===== src/ps2_defs.svh =====
`ifndef PS2_DEFS_SVH
`define PS2_DEFS_SVH

// ----------------------------------------------------------------
// Register offsets (byte addresses)
// ----------------------------------------------------------------
`define CTRL_OFS        8'h00
`define TX_OFS          8'h04
`define RX_OFS          8'h08
`define STAT_OFS        8'h0C

// ----------------------------------------------------------------
// Field positions
// ----------------------------------------------------------------
`define CTRL_EN_BIT     0
`define CTRL_DIR_BIT    1
`define STAT_IDLE_BIT   0
`define STAT_RDY_BIT    1
`define STAT_PERR_BIT   2
`define STAT_SERR_BIT   3

// ----------------------------------------------------------------
// Reset values
// ----------------------------------------------------------------
`define CTRL_EN_RST     1'b0
`define CTRL_DIR_RST    1'b0
`define STAT_IDLE_RST   1'b1

// ----------------------------------------------------------------
// Frame and timing
// ----------------------------------------------------------------
`define FRAME_LAST      4'hA
`define CLK_PERIOD_NS   100
`define T_DIR_MIN_NS    3500
`define T_DIR_MAX_NS    7100
`define DIR_MIN_CYC     ((`T_DIR_MIN_NS + `CLK_PERIOD_NS - 1) / `CLK_PERIOD_NS)
`define DIR_MAX_CYC     (`T_DIR_MAX_NS / `CLK_PERIOD_NS)
`define DIR_WAIT_CYC    ((`DIR_MIN_CYC + `DIR_MAX_CYC) / 2)

`endif


===== src/ps2_pkg.sv =====
package ps2_pkg;

   // ----------------------------------------------------------------
   // Channel states, Gray along transmit path
   // ----------------------------------------------------------------
   typedef enum logic [2:0]
   {
      ST_IDLE    = 3'h0,
      ST_TX_HOLD = 3'h1,
      ST_TX      = 3'h3,
      ST_TX_ACK  = 3'h2,
      ST_TX_END  = 3'h6,
      ST_RX      = 3'h4,
      ST_INHIBIT = 3'h5
   } state_t;

endpackage : ps2_pkg


===== src/ps2_channel_controller.sv =====
// The Wishbone interface to the registers and the address map were decided locally.
`include "ps2_defs.svh"

module ps2_channel_controller
   import ps2_pkg::*;
#(
   parameter int DIR_WAIT = `DIR_WAIT_CYC
)
(
   // Clock and reset
   input  wire logic        clk_i,
   input  wire logic        rst_i,
   // Wishbone slave
   input  wire logic [7:0]  adr_i,
   input  wire logic [31:0] dat_i,
   output logic      [31:0] dat_o,
   input  wire logic        we_i,
   input  wire logic [3:0]  sel_i,
   input  wire logic        cyc_i,
   input  wire logic        stb_i,
   output logic             ack_o,
   // Link clock line
   input  wire logic        link_clock_line_i,
   output logic             link_clock_line_o,
   output logic             link_clock_line_oe_n_o,
   // Link data line
   input  wire logic        link_data_line_i,
   output logic             link_data_line_o,
   output logic             link_data_line_oe_n_o,
   // Event
   output logic             irq_o
);

   // ----------------------------------------------------------------
   // Declarations
   // ----------------------------------------------------------------
   state_t      state_q;
   logic        ack_q;
   logic [31:0] dat_o_q;
   logic        clk_s1_q;
   logic        clk_s2_q;
   logic        clk_s3_q;
   logic        dat_s1_q;
   logic        dat_s2_q;
   logic        channel_enable_bit_q;
   logic        direction_select_bit_q;
   logic        transmit_idle_flag_q;
   logic        rx_ready_q;
   logic        parity_err_q;
   logic        stop_err_q;
   logic [7:0]  tx_data_q;
   logic [7:0]  rx_data_q;
   logic [10:0] shift_q;
   logic [3:0]  cnt_q;
   logic [6:0]  wait_q;
   logic        clk_oe_n_q;
   logic        dat_oe_n_q;
   logic        irq_q;
   logic        fall;
   logic        rise;
   logic        wr;
   logic        rd;
   logic        wr_ctrl;
   logic        wr_tx;
   logic        rd_rx;
   logic        rx_done;
   logic        tx_end;

   // ----------------------------------------------------------------
   // Bus decode
   // ----------------------------------------------------------------
   assign wr      = cyc_i & stb_i & we_i & ack_q & sel_i[0];
   assign rd      = cyc_i & stb_i & ~we_i & ack_q;
   assign wr_ctrl = wr & (adr_i == `CTRL_OFS);
   assign wr_tx   = wr & (adr_i == `TX_OFS);
   assign rd_rx   = rd & (adr_i == `RX_OFS);

   always_ff @(posedge clk_i)
   begin
      if (rst_i)
         ack_q <= 1'b0;
      else
         ack_q <= cyc_i & stb_i & ~ack_q;
   end

   always_ff @(posedge clk_i)
   begin
      if (rst_i)
         dat_o_q <= 32'h0000_0000;
      else if (cyc_i & stb_i & ~ack_q & ~we_i)
      begin
         dat_o_q <= 32'h0000_0000;
         case (adr_i)
            `CTRL_OFS:
            begin
               dat_o_q[`CTRL_EN_BIT]  <= channel_enable_bit_q;
               dat_o_q[`CTRL_DIR_BIT] <= direction_select_bit_q;
            end
            `TX_OFS:   dat_o_q[7:0] <= tx_data_q;
            `RX_OFS:   dat_o_q[7:0] <= rx_data_q;
            `STAT_OFS:
            begin
               dat_o_q[`STAT_IDLE_BIT] <= transmit_idle_flag_q;
               dat_o_q[`STAT_RDY_BIT]  <= rx_ready_q;
               dat_o_q[`STAT_PERR_BIT] <= parity_err_q;
               dat_o_q[`STAT_SERR_BIT] <= stop_err_q;
            end
            default:   dat_o_q <= 32'h0000_0000;
         endcase
      end
   end

   assign ack_o = ack_q;
   assign dat_o = dat_o_q;

   // ----------------------------------------------------------------
   // Line synchronisers and edge detect
   // ----------------------------------------------------------------
   always_ff @(posedge clk_i)
   begin
      if (rst_i)
      begin
         clk_s1_q <= 1'b1;
         clk_s2_q <= 1'b1;
         clk_s3_q <= 1'b1;
         dat_s1_q <= 1'b1;
         dat_s2_q <= 1'b1;
      end
      else
      begin
         clk_s1_q <= link_clock_line_i;
         clk_s2_q <= clk_s1_q;
         clk_s3_q <= clk_s2_q;
         dat_s1_q <= link_data_line_i;
         dat_s2_q <= dat_s1_q;
      end
   end

   assign fall = clk_s3_q & ~clk_s2_q;
   assign rise = ~clk_s3_q & clk_s2_q;

   assign rx_done = (state_q == ST_RX) & fall & (cnt_q == `FRAME_LAST);
   // direction clear timed from rise after eleventh fall
   assign tx_end  = (state_q == ST_TX_END) & (wait_q == 7'(DIR_WAIT - 1));

   // ----------------------------------------------------------------
   // Control register
   // ----------------------------------------------------------------
   always_ff @(posedge clk_i)
   begin
      if (rst_i)
      begin
         channel_enable_bit_q   <= `CTRL_EN_RST;
         direction_select_bit_q <= `CTRL_DIR_RST;
      end
      else if (wr_ctrl)
      begin
         channel_enable_bit_q   <= dat_i[`CTRL_EN_BIT];
         direction_select_bit_q <= dat_i[`CTRL_DIR_BIT];
      end
      else if (tx_end)
         direction_select_bit_q <= 1'b0;
   end

   always_ff @(posedge clk_i)
   begin
      if (rst_i)
         tx_data_q <= 8'h00;
      else if (wr_tx)
         tx_data_q <= dat_i[7:0];
   end

   // ----------------------------------------------------------------
   // Status flags
   // ----------------------------------------------------------------
   always_ff @(posedge clk_i)
   begin
      if (rst_i)
         transmit_idle_flag_q <= `STAT_IDLE_RST;
      else if (tx_end)
         transmit_idle_flag_q <= 1'b1;
      else if ((state_q == ST_TX_HOLD) & wr_tx)
         transmit_idle_flag_q <= 1'b0;
   end

   always_ff @(posedge clk_i)
   begin
      if (rst_i)
         rx_ready_q <= 1'b0;
      else if (rx_done)
         rx_ready_q <= 1'b1;
      else if (rd_rx)
         rx_ready_q <= 1'b0;
   end

   always_ff @(posedge clk_i)
   begin
      if (rst_i)
      begin
         rx_data_q    <= 8'h00;
         parity_err_q <= 1'b0;
         stop_err_q   <= 1'b0;
      end
      else if (rx_done)
      begin
         rx_data_q    <= shift_q[9:2];
         parity_err_q <= ~(^shift_q[10:2]);
         stop_err_q   <= ~dat_s2_q;
      end
   end

   // ----------------------------------------------------------------
   // Channel sequencer
   // ----------------------------------------------------------------
   always_ff @(posedge clk_i)
   begin
      if (rst_i)
      begin
         state_q <= ST_IDLE;
         shift_q <= 11'h7FF;
         cnt_q   <= 4'h0;
         wait_q  <= 7'h00;
      end
      else if (!channel_enable_bit_q)
      begin
         state_q <= ST_IDLE;
         cnt_q   <= 4'h0;
      end
      else
      begin
         case (state_q)
            ST_IDLE:
            begin
               cnt_q  <= 4'h0;
               wait_q <= 7'h00;
               if (direction_select_bit_q)
                  state_q <= ST_TX_HOLD;
               else if (fall)
               begin
                  shift_q <= {dat_s2_q, shift_q[10:1]};
                  cnt_q   <= 4'h1;
                  state_q <= ST_RX;
               end
            end
            ST_RX:
            begin
               if (direction_select_bit_q)
                  state_q <= ST_TX_HOLD;
               else if (fall)
               begin
                  shift_q <= {dat_s2_q, shift_q[10:1]};
                  cnt_q   <= cnt_q + 4'h1;
                  if (cnt_q == `FRAME_LAST)
                     state_q <= ST_INHIBIT;
               end
            end
            ST_INHIBIT:
            begin
               if (direction_select_bit_q)
                  state_q <= ST_TX_HOLD;
               else if (rd_rx)
                  state_q <= ST_IDLE;
            end
            ST_TX_HOLD:
            begin
               if (!direction_select_bit_q)
                  state_q <= ST_IDLE;
               else if (wr_tx)
               begin
                  shift_q <= {1'b1, ~(^dat_i[7:0]), dat_i[7:0], 1'b0};
                  cnt_q   <= 4'h0;
                  state_q <= ST_TX;
               end
            end
            ST_TX:
            begin
               if (!direction_select_bit_q)
                  state_q <= ST_IDLE;
               else if (fall)
               begin
                  shift_q <= {1'b1, shift_q[10:1]};
                  cnt_q   <= cnt_q + 4'h1;
                  if (cnt_q == `FRAME_LAST)
                     state_q <= ST_TX_ACK;
               end
            end
            ST_TX_ACK:
            begin
               if (!direction_select_bit_q)
                  state_q <= ST_IDLE;
               else if (rise)
               begin
                  wait_q  <= 7'h00;
                  state_q <= ST_TX_END;
               end
            end
            ST_TX_END:
            begin
               wait_q <= wait_q + 7'h01;
               if (tx_end | !direction_select_bit_q)
                  state_q <= ST_IDLE;
            end
            default:
               state_q <= ST_IDLE;
         endcase
      end
   end

   // ----------------------------------------------------------------
   // Line drivers
   // ----------------------------------------------------------------
   always_ff @(posedge clk_i)
   begin
      if (rst_i)
         clk_oe_n_q <= 1'b0;
      else if (!channel_enable_bit_q)
         clk_oe_n_q <= 1'b0;
      else
      begin
         case (state_q)
            ST_TX_HOLD: clk_oe_n_q <= 1'b0;
            ST_INHIBIT: clk_oe_n_q <= 1'b0;
            ST_IDLE:    clk_oe_n_q <= ~direction_select_bit_q;
            default:    clk_oe_n_q <= 1'b1;
         endcase
      end
   end

   always_ff @(posedge clk_i)
   begin
      if (rst_i)
         dat_oe_n_q <= 1'b1;
      else if (!channel_enable_bit_q)
         dat_oe_n_q <= 1'b1;
      else if (state_q == ST_TX)
         dat_oe_n_q <= shift_q[0];
      else
         dat_oe_n_q <= 1'b1;
   end

   assign link_clock_line_o      = 1'b0;
   assign link_data_line_o       = 1'b0;
   assign link_clock_line_oe_n_o = clk_oe_n_q;
   assign link_data_line_oe_n_o  = dat_oe_n_q;

   // ----------------------------------------------------------------
   // Interrupt pulse
   // ----------------------------------------------------------------
   always_ff @(posedge clk_i)
   begin
      if (rst_i)
         irq_q <= 1'b0;
      else
         irq_q <= tx_end | rx_done;
   end

   assign irq_o = irq_q;

endmodule : ps2_channel_controller


===== config.mk =====
export PLATFORM = sky130hd
export DESIGN_NAME = ps2_channel_controller
export DESIGN_NICKNAME = d
export VERILOG_FILES = /design/src/ps2_pkg.sv /design/src/ps2_channel_controller.sv
export VERILOG_INCLUDE_DIRS = /design/src /design/src/src
export SDC_FILE = /design/constraint.sdc
export NUM_CORES = 1
export LEC_CHECK = 0
export BUFFER_PORTS_ARGS = -buffer_cell sky130_fd_sc_hd__buf_4
export CAP_MARGIN = 40
export CORE_ASPECT_RATIO = 0.5
export CORE_UTILIZATION = 30
export CTS_BUF_LIST = sky130_fd_sc_hd__clkbuf_8
export CTS_CLUSTER_DIAMETER = 80
export CTS_CLUSTER_SIZE = 30
export DETAILED_ROUTE_END_ITERATION = 6
export GPL_TIMING_DRIVEN = 1
export HOLD_SLACK_MARGIN = 0.06
export RECOVER_POWER = 100
export SLEW_MARGIN = 15
export SYNTH_ARGS = -nofsm -noshare
export SYNTH_HDL_FRONTEND = slang
export SYNTH_SLANG_ARGS = --single-unit

===== constraint.sdc =====
create_clock -name clk_i -period 1.7 [get_ports clk_i]
set_input_delay 0.085 -clock clk_i [delete_from_list [all_inputs] [get_ports clk_i]]
set_output_delay 0.085 -clock clk_i [all_outputs]
set_load 0.01 [all_outputs]

==> run metrics <==
Post-Syn Area per Cell=8.62 µm²; max cap viols=0; Post-Synth XOR/XNOR Area=0.0553; largest net degree at the start of global routing=28; drt initial violations=116; antenna violations before repair=0; pwr dens=689 mW/mm²; GP Congestion=0.870; CP Launch Type=flop; max incr delay on CP=0.39 ns; clk_lat worst skew=0.36 ns; register area share after synthesis=0.385; Synth-to-Final Area Change=35.4%; crit-path leading delay family=simple AND/OR/NAND/NOR gates; H-Tree Depth=3; Worst VDD drop=306 µV; core area=0.0105 mm²; crit path time final=1.80 ns; Simple-Gate Fraction of Synth Area=0.234; Non-Filler Instances=635; root buffer cell=clkbuf_8; clock-pin slew on the worst setup and hold paths=0.08 ns; transition time of the tightest slew-check pin=0.522 ns; vias in the first global route=2,707; Reg-to-Reg Start=direction_select_bit_q; FF-to-FF path depth=6; outcome=finished with violations; HPWL Detailed=5880 µm; Antenna Cells=0; # rows=26; die area=0.0115 mm²; flop2flop setup slack=-0.10 ns; layout cell share with drive strength beyond 1=0.287; CP Launch Point=direction_select_bit_q; Sw Pwr=0.801 mW; Hold WC Path Type=input pin to flop; via density per instance=4.71; Comb pwr share=0.077; period utilization=1.06; commonest non-fill, non-tap cell in the layout=buf_4; Compound-Gate Fraction of Synth Area=0.158; Pint=2.30 mW; Pins Over Slew Limit=0; Max Fanout on Critical Path=8; crit-path cells=or3b_4, buf_6, a211oi_4, a311oi_4, or3b_1, a21oi_2; Warnings, synthesis=0; clk_skew=0.00826 ns; TritonCTS Buffers=9; mux cell area share after synthesis=0.0534; Yosys reg bits=64; Cells after DPL=595; sequential share of power=0.484; failing checks=setup timing; Clock power frac=0.439; Max Root-Sink Buffers=2; Post-synth EDFFs=0; sw frac=0.258; final hold viol count=0; largest family of logic cells by synthesized area=simple AND/OR/NAND/NOR gates; Max Clk Rate=555 MHz; first-pass GRT wire length=13,600 µm; Vias=2,990; CTS tree=built; Final WS setup=-0.101 ns; Residual DRC=0; Buf/Inv on CP=1; synthesized instance count=386; final core utilization=0.430; Reg-to-Reg End=cnt_q[1]; drt wl/cell=13.5 µm; adder-cell area share of the yosys netlist=0.0150; WL final=8570 µm; Most used DFF post-synth=dfxtp_1; Buffers on Ports=35; Die Height=76.5 µm; Final ANT Viol Nets=0; DRT Pass-1 Iters=4; async set or reset register ratio after synthesis=0; Lkg Pwr=1.75 nW; max_slew headroom=0.649; unrepaired setup endpoints after global routing=true; crit path capture type=flop; Final #Nets=545; Req. time, crit path=1.99 ns; total gr overflow=0; setup violators final=5; clock sink count=64; top-level I/O count=89; GRT Total Usage=0.153; die width=151 µm; Distinct cells, synth=52; most frequent cells in the layout=buf_4 (78), dfxtp_1 (59), nand2_1 (45); worst setup path end=cnt_q[1]; Setup TNS Final=-0.340 ns; initial core utilization=0.318; Stages on worst setup path=6; Slowest cell on crit path=or3b_1; mapped cell area=0.00333 mm²; WS Path Type=flop to flop; arrival time at the worst endpoint=2.09 ns
how the worst min path moves through the flow:
stage / start / end / slack, ns / cells past startpoint
2_1_floorplan: link_clock_line_i / clk_s1_q / 0.19 / 1
3_3_place_gp: link_clock_line_i / clk_s1_q / 0.27 / 2
3_5_place_dp: link_clock_line_i / clk_s1_q / 0.27 / 2
4_1_cts: rst_i / channel_enable_bit_q / 0.09 / 2
5_1_grt: rst_i / channel_enable_bit_q / 0.12 / 2
6_report: rst_i / channel_enable_bit_q / 0.11 / 2
synth_stat cells (2+ instances only):
cell / count / share of area
a211o_1: 10 / 0.026
a211oi_1: 3 / 0.0068
a21oi_1: 27 / 0.041
a22o_1: 5 / 0.013
a22oi_1: 8 / 0.018
a32oi_1: 2 / 0.0053
and3_1: 4 / 0.0075
and4_1: 2 / 0.0053
and4b_1: 3 / 0.0090
buf_2: 3 / 0.0045
buf_4: 28 / 0.063
clkbuf_1: 17 / 0.019
dfxtp_1: 64 / 0.39
ha_1: 4 / 0.015
inv_1: 7 / 0.0079
mux2_2: 2 / 0.0068
mux2i_1: 11 / 0.033
mux4_2: 2 / 0.014
nand2_1: 45 / 0.051
nand2b_1: 3 / 0.0056
nand3_1: 4 / 0.0060
nand3b_1: 5 / 0.011
nand4_1: 6 / 0.011
nor2_1: 33 / 0.037
nor2b_1: 7 / 0.013
nor3_1: 16 / 0.024
nor3b_1: 2 / 0.0045
o211a_1: 2 / 0.0060
o21ai_0: 4 / 0.0060
o21ai_1: 3 / 0.0045
or2_2: 5 / 0.0094
or3_1: 8 / 0.015
or3b_1: 3 / 0.0079
xnor2_1: 14 / 0.037
xor2_1: 7 / 0.018
area by class of cell:
class,count,area (µm²)
Timing Repair Buffer,117,875
Tap cell,140,175
Fill cell,1066,5970
Clock buffer,9,124
Inverter,7,26.3
Sequential cell,64,1290
Multi-Input combinational cell,291,1930
Clock inverter,7,77.6
sequential cells by signal, summed over array words and instances (netlist names), 3 cells and up:
signal,cells
shift_q,11
wait_q,7
cnt_q,4
rx_data_q,8
dat_o,8
state_q,3
tx_data_q,8
through the flow:
step / setup WS [ns] / cell area (µm²) / hold slack, ns / power [mW]
after floorplan: -0.00451 / 3450 / 0.189 / 1.70
after global placement: -0.210 / 4020 / 0.275 / 1.75
after detailed placement: -0.165 / 4020 / 0.272 / 1.75
after CTS: -0.0375 / 4440 / 0.0901 / 3.13
after global routing: -0.139 / 4500 / 0.116 / 3.24
final: -0.101 / 4500 / 0.106 / 3.10
kinds of logic after synthesis:
group                      after synthesis
muxes                                   15
other                                    1
and+or+nand+nor                        151
adders and majority gates                4
buffers and inverters                   56
DFF                                     64
xor gates and xnor gates                21
AOI/OAI and AO/OA                       74
layer usage:
layer / global-route usage / vias up / routed length [µm]
li1: - / 1515 / -
met1: 0.219 / 1392 / 4360
met2: 0.221 / 74 / 3690
met3: 0.0425 / 9 / 433
met4: 0.0450 / 0 / 90
met5: 0 / - / 0
power by group through the flow:
stage	sequential (mW)	combinational, mW	clock [mW]
after detailed placement	1.54	0.211	0
after floorplan	1.54	0.157	0
after CTS	1.51	0.237	1.39
final	1.50	0.238	1.36
after global routing	1.50	0.265	1.47
after global placement	1.54	0.210	0
what timing repair did:
item | CTS | global route
resized for setup | 16 | 24
pin swaps | 7 | 18
hold buffers | 12 | 0
hold endpoints to repair | 13 | 0
endpoints found under the setup margin | 34 | 25
setup buffers | 5 | 9
cloned | 0 | 0
No activity file was read; power rests on OpenSTA's default activity.
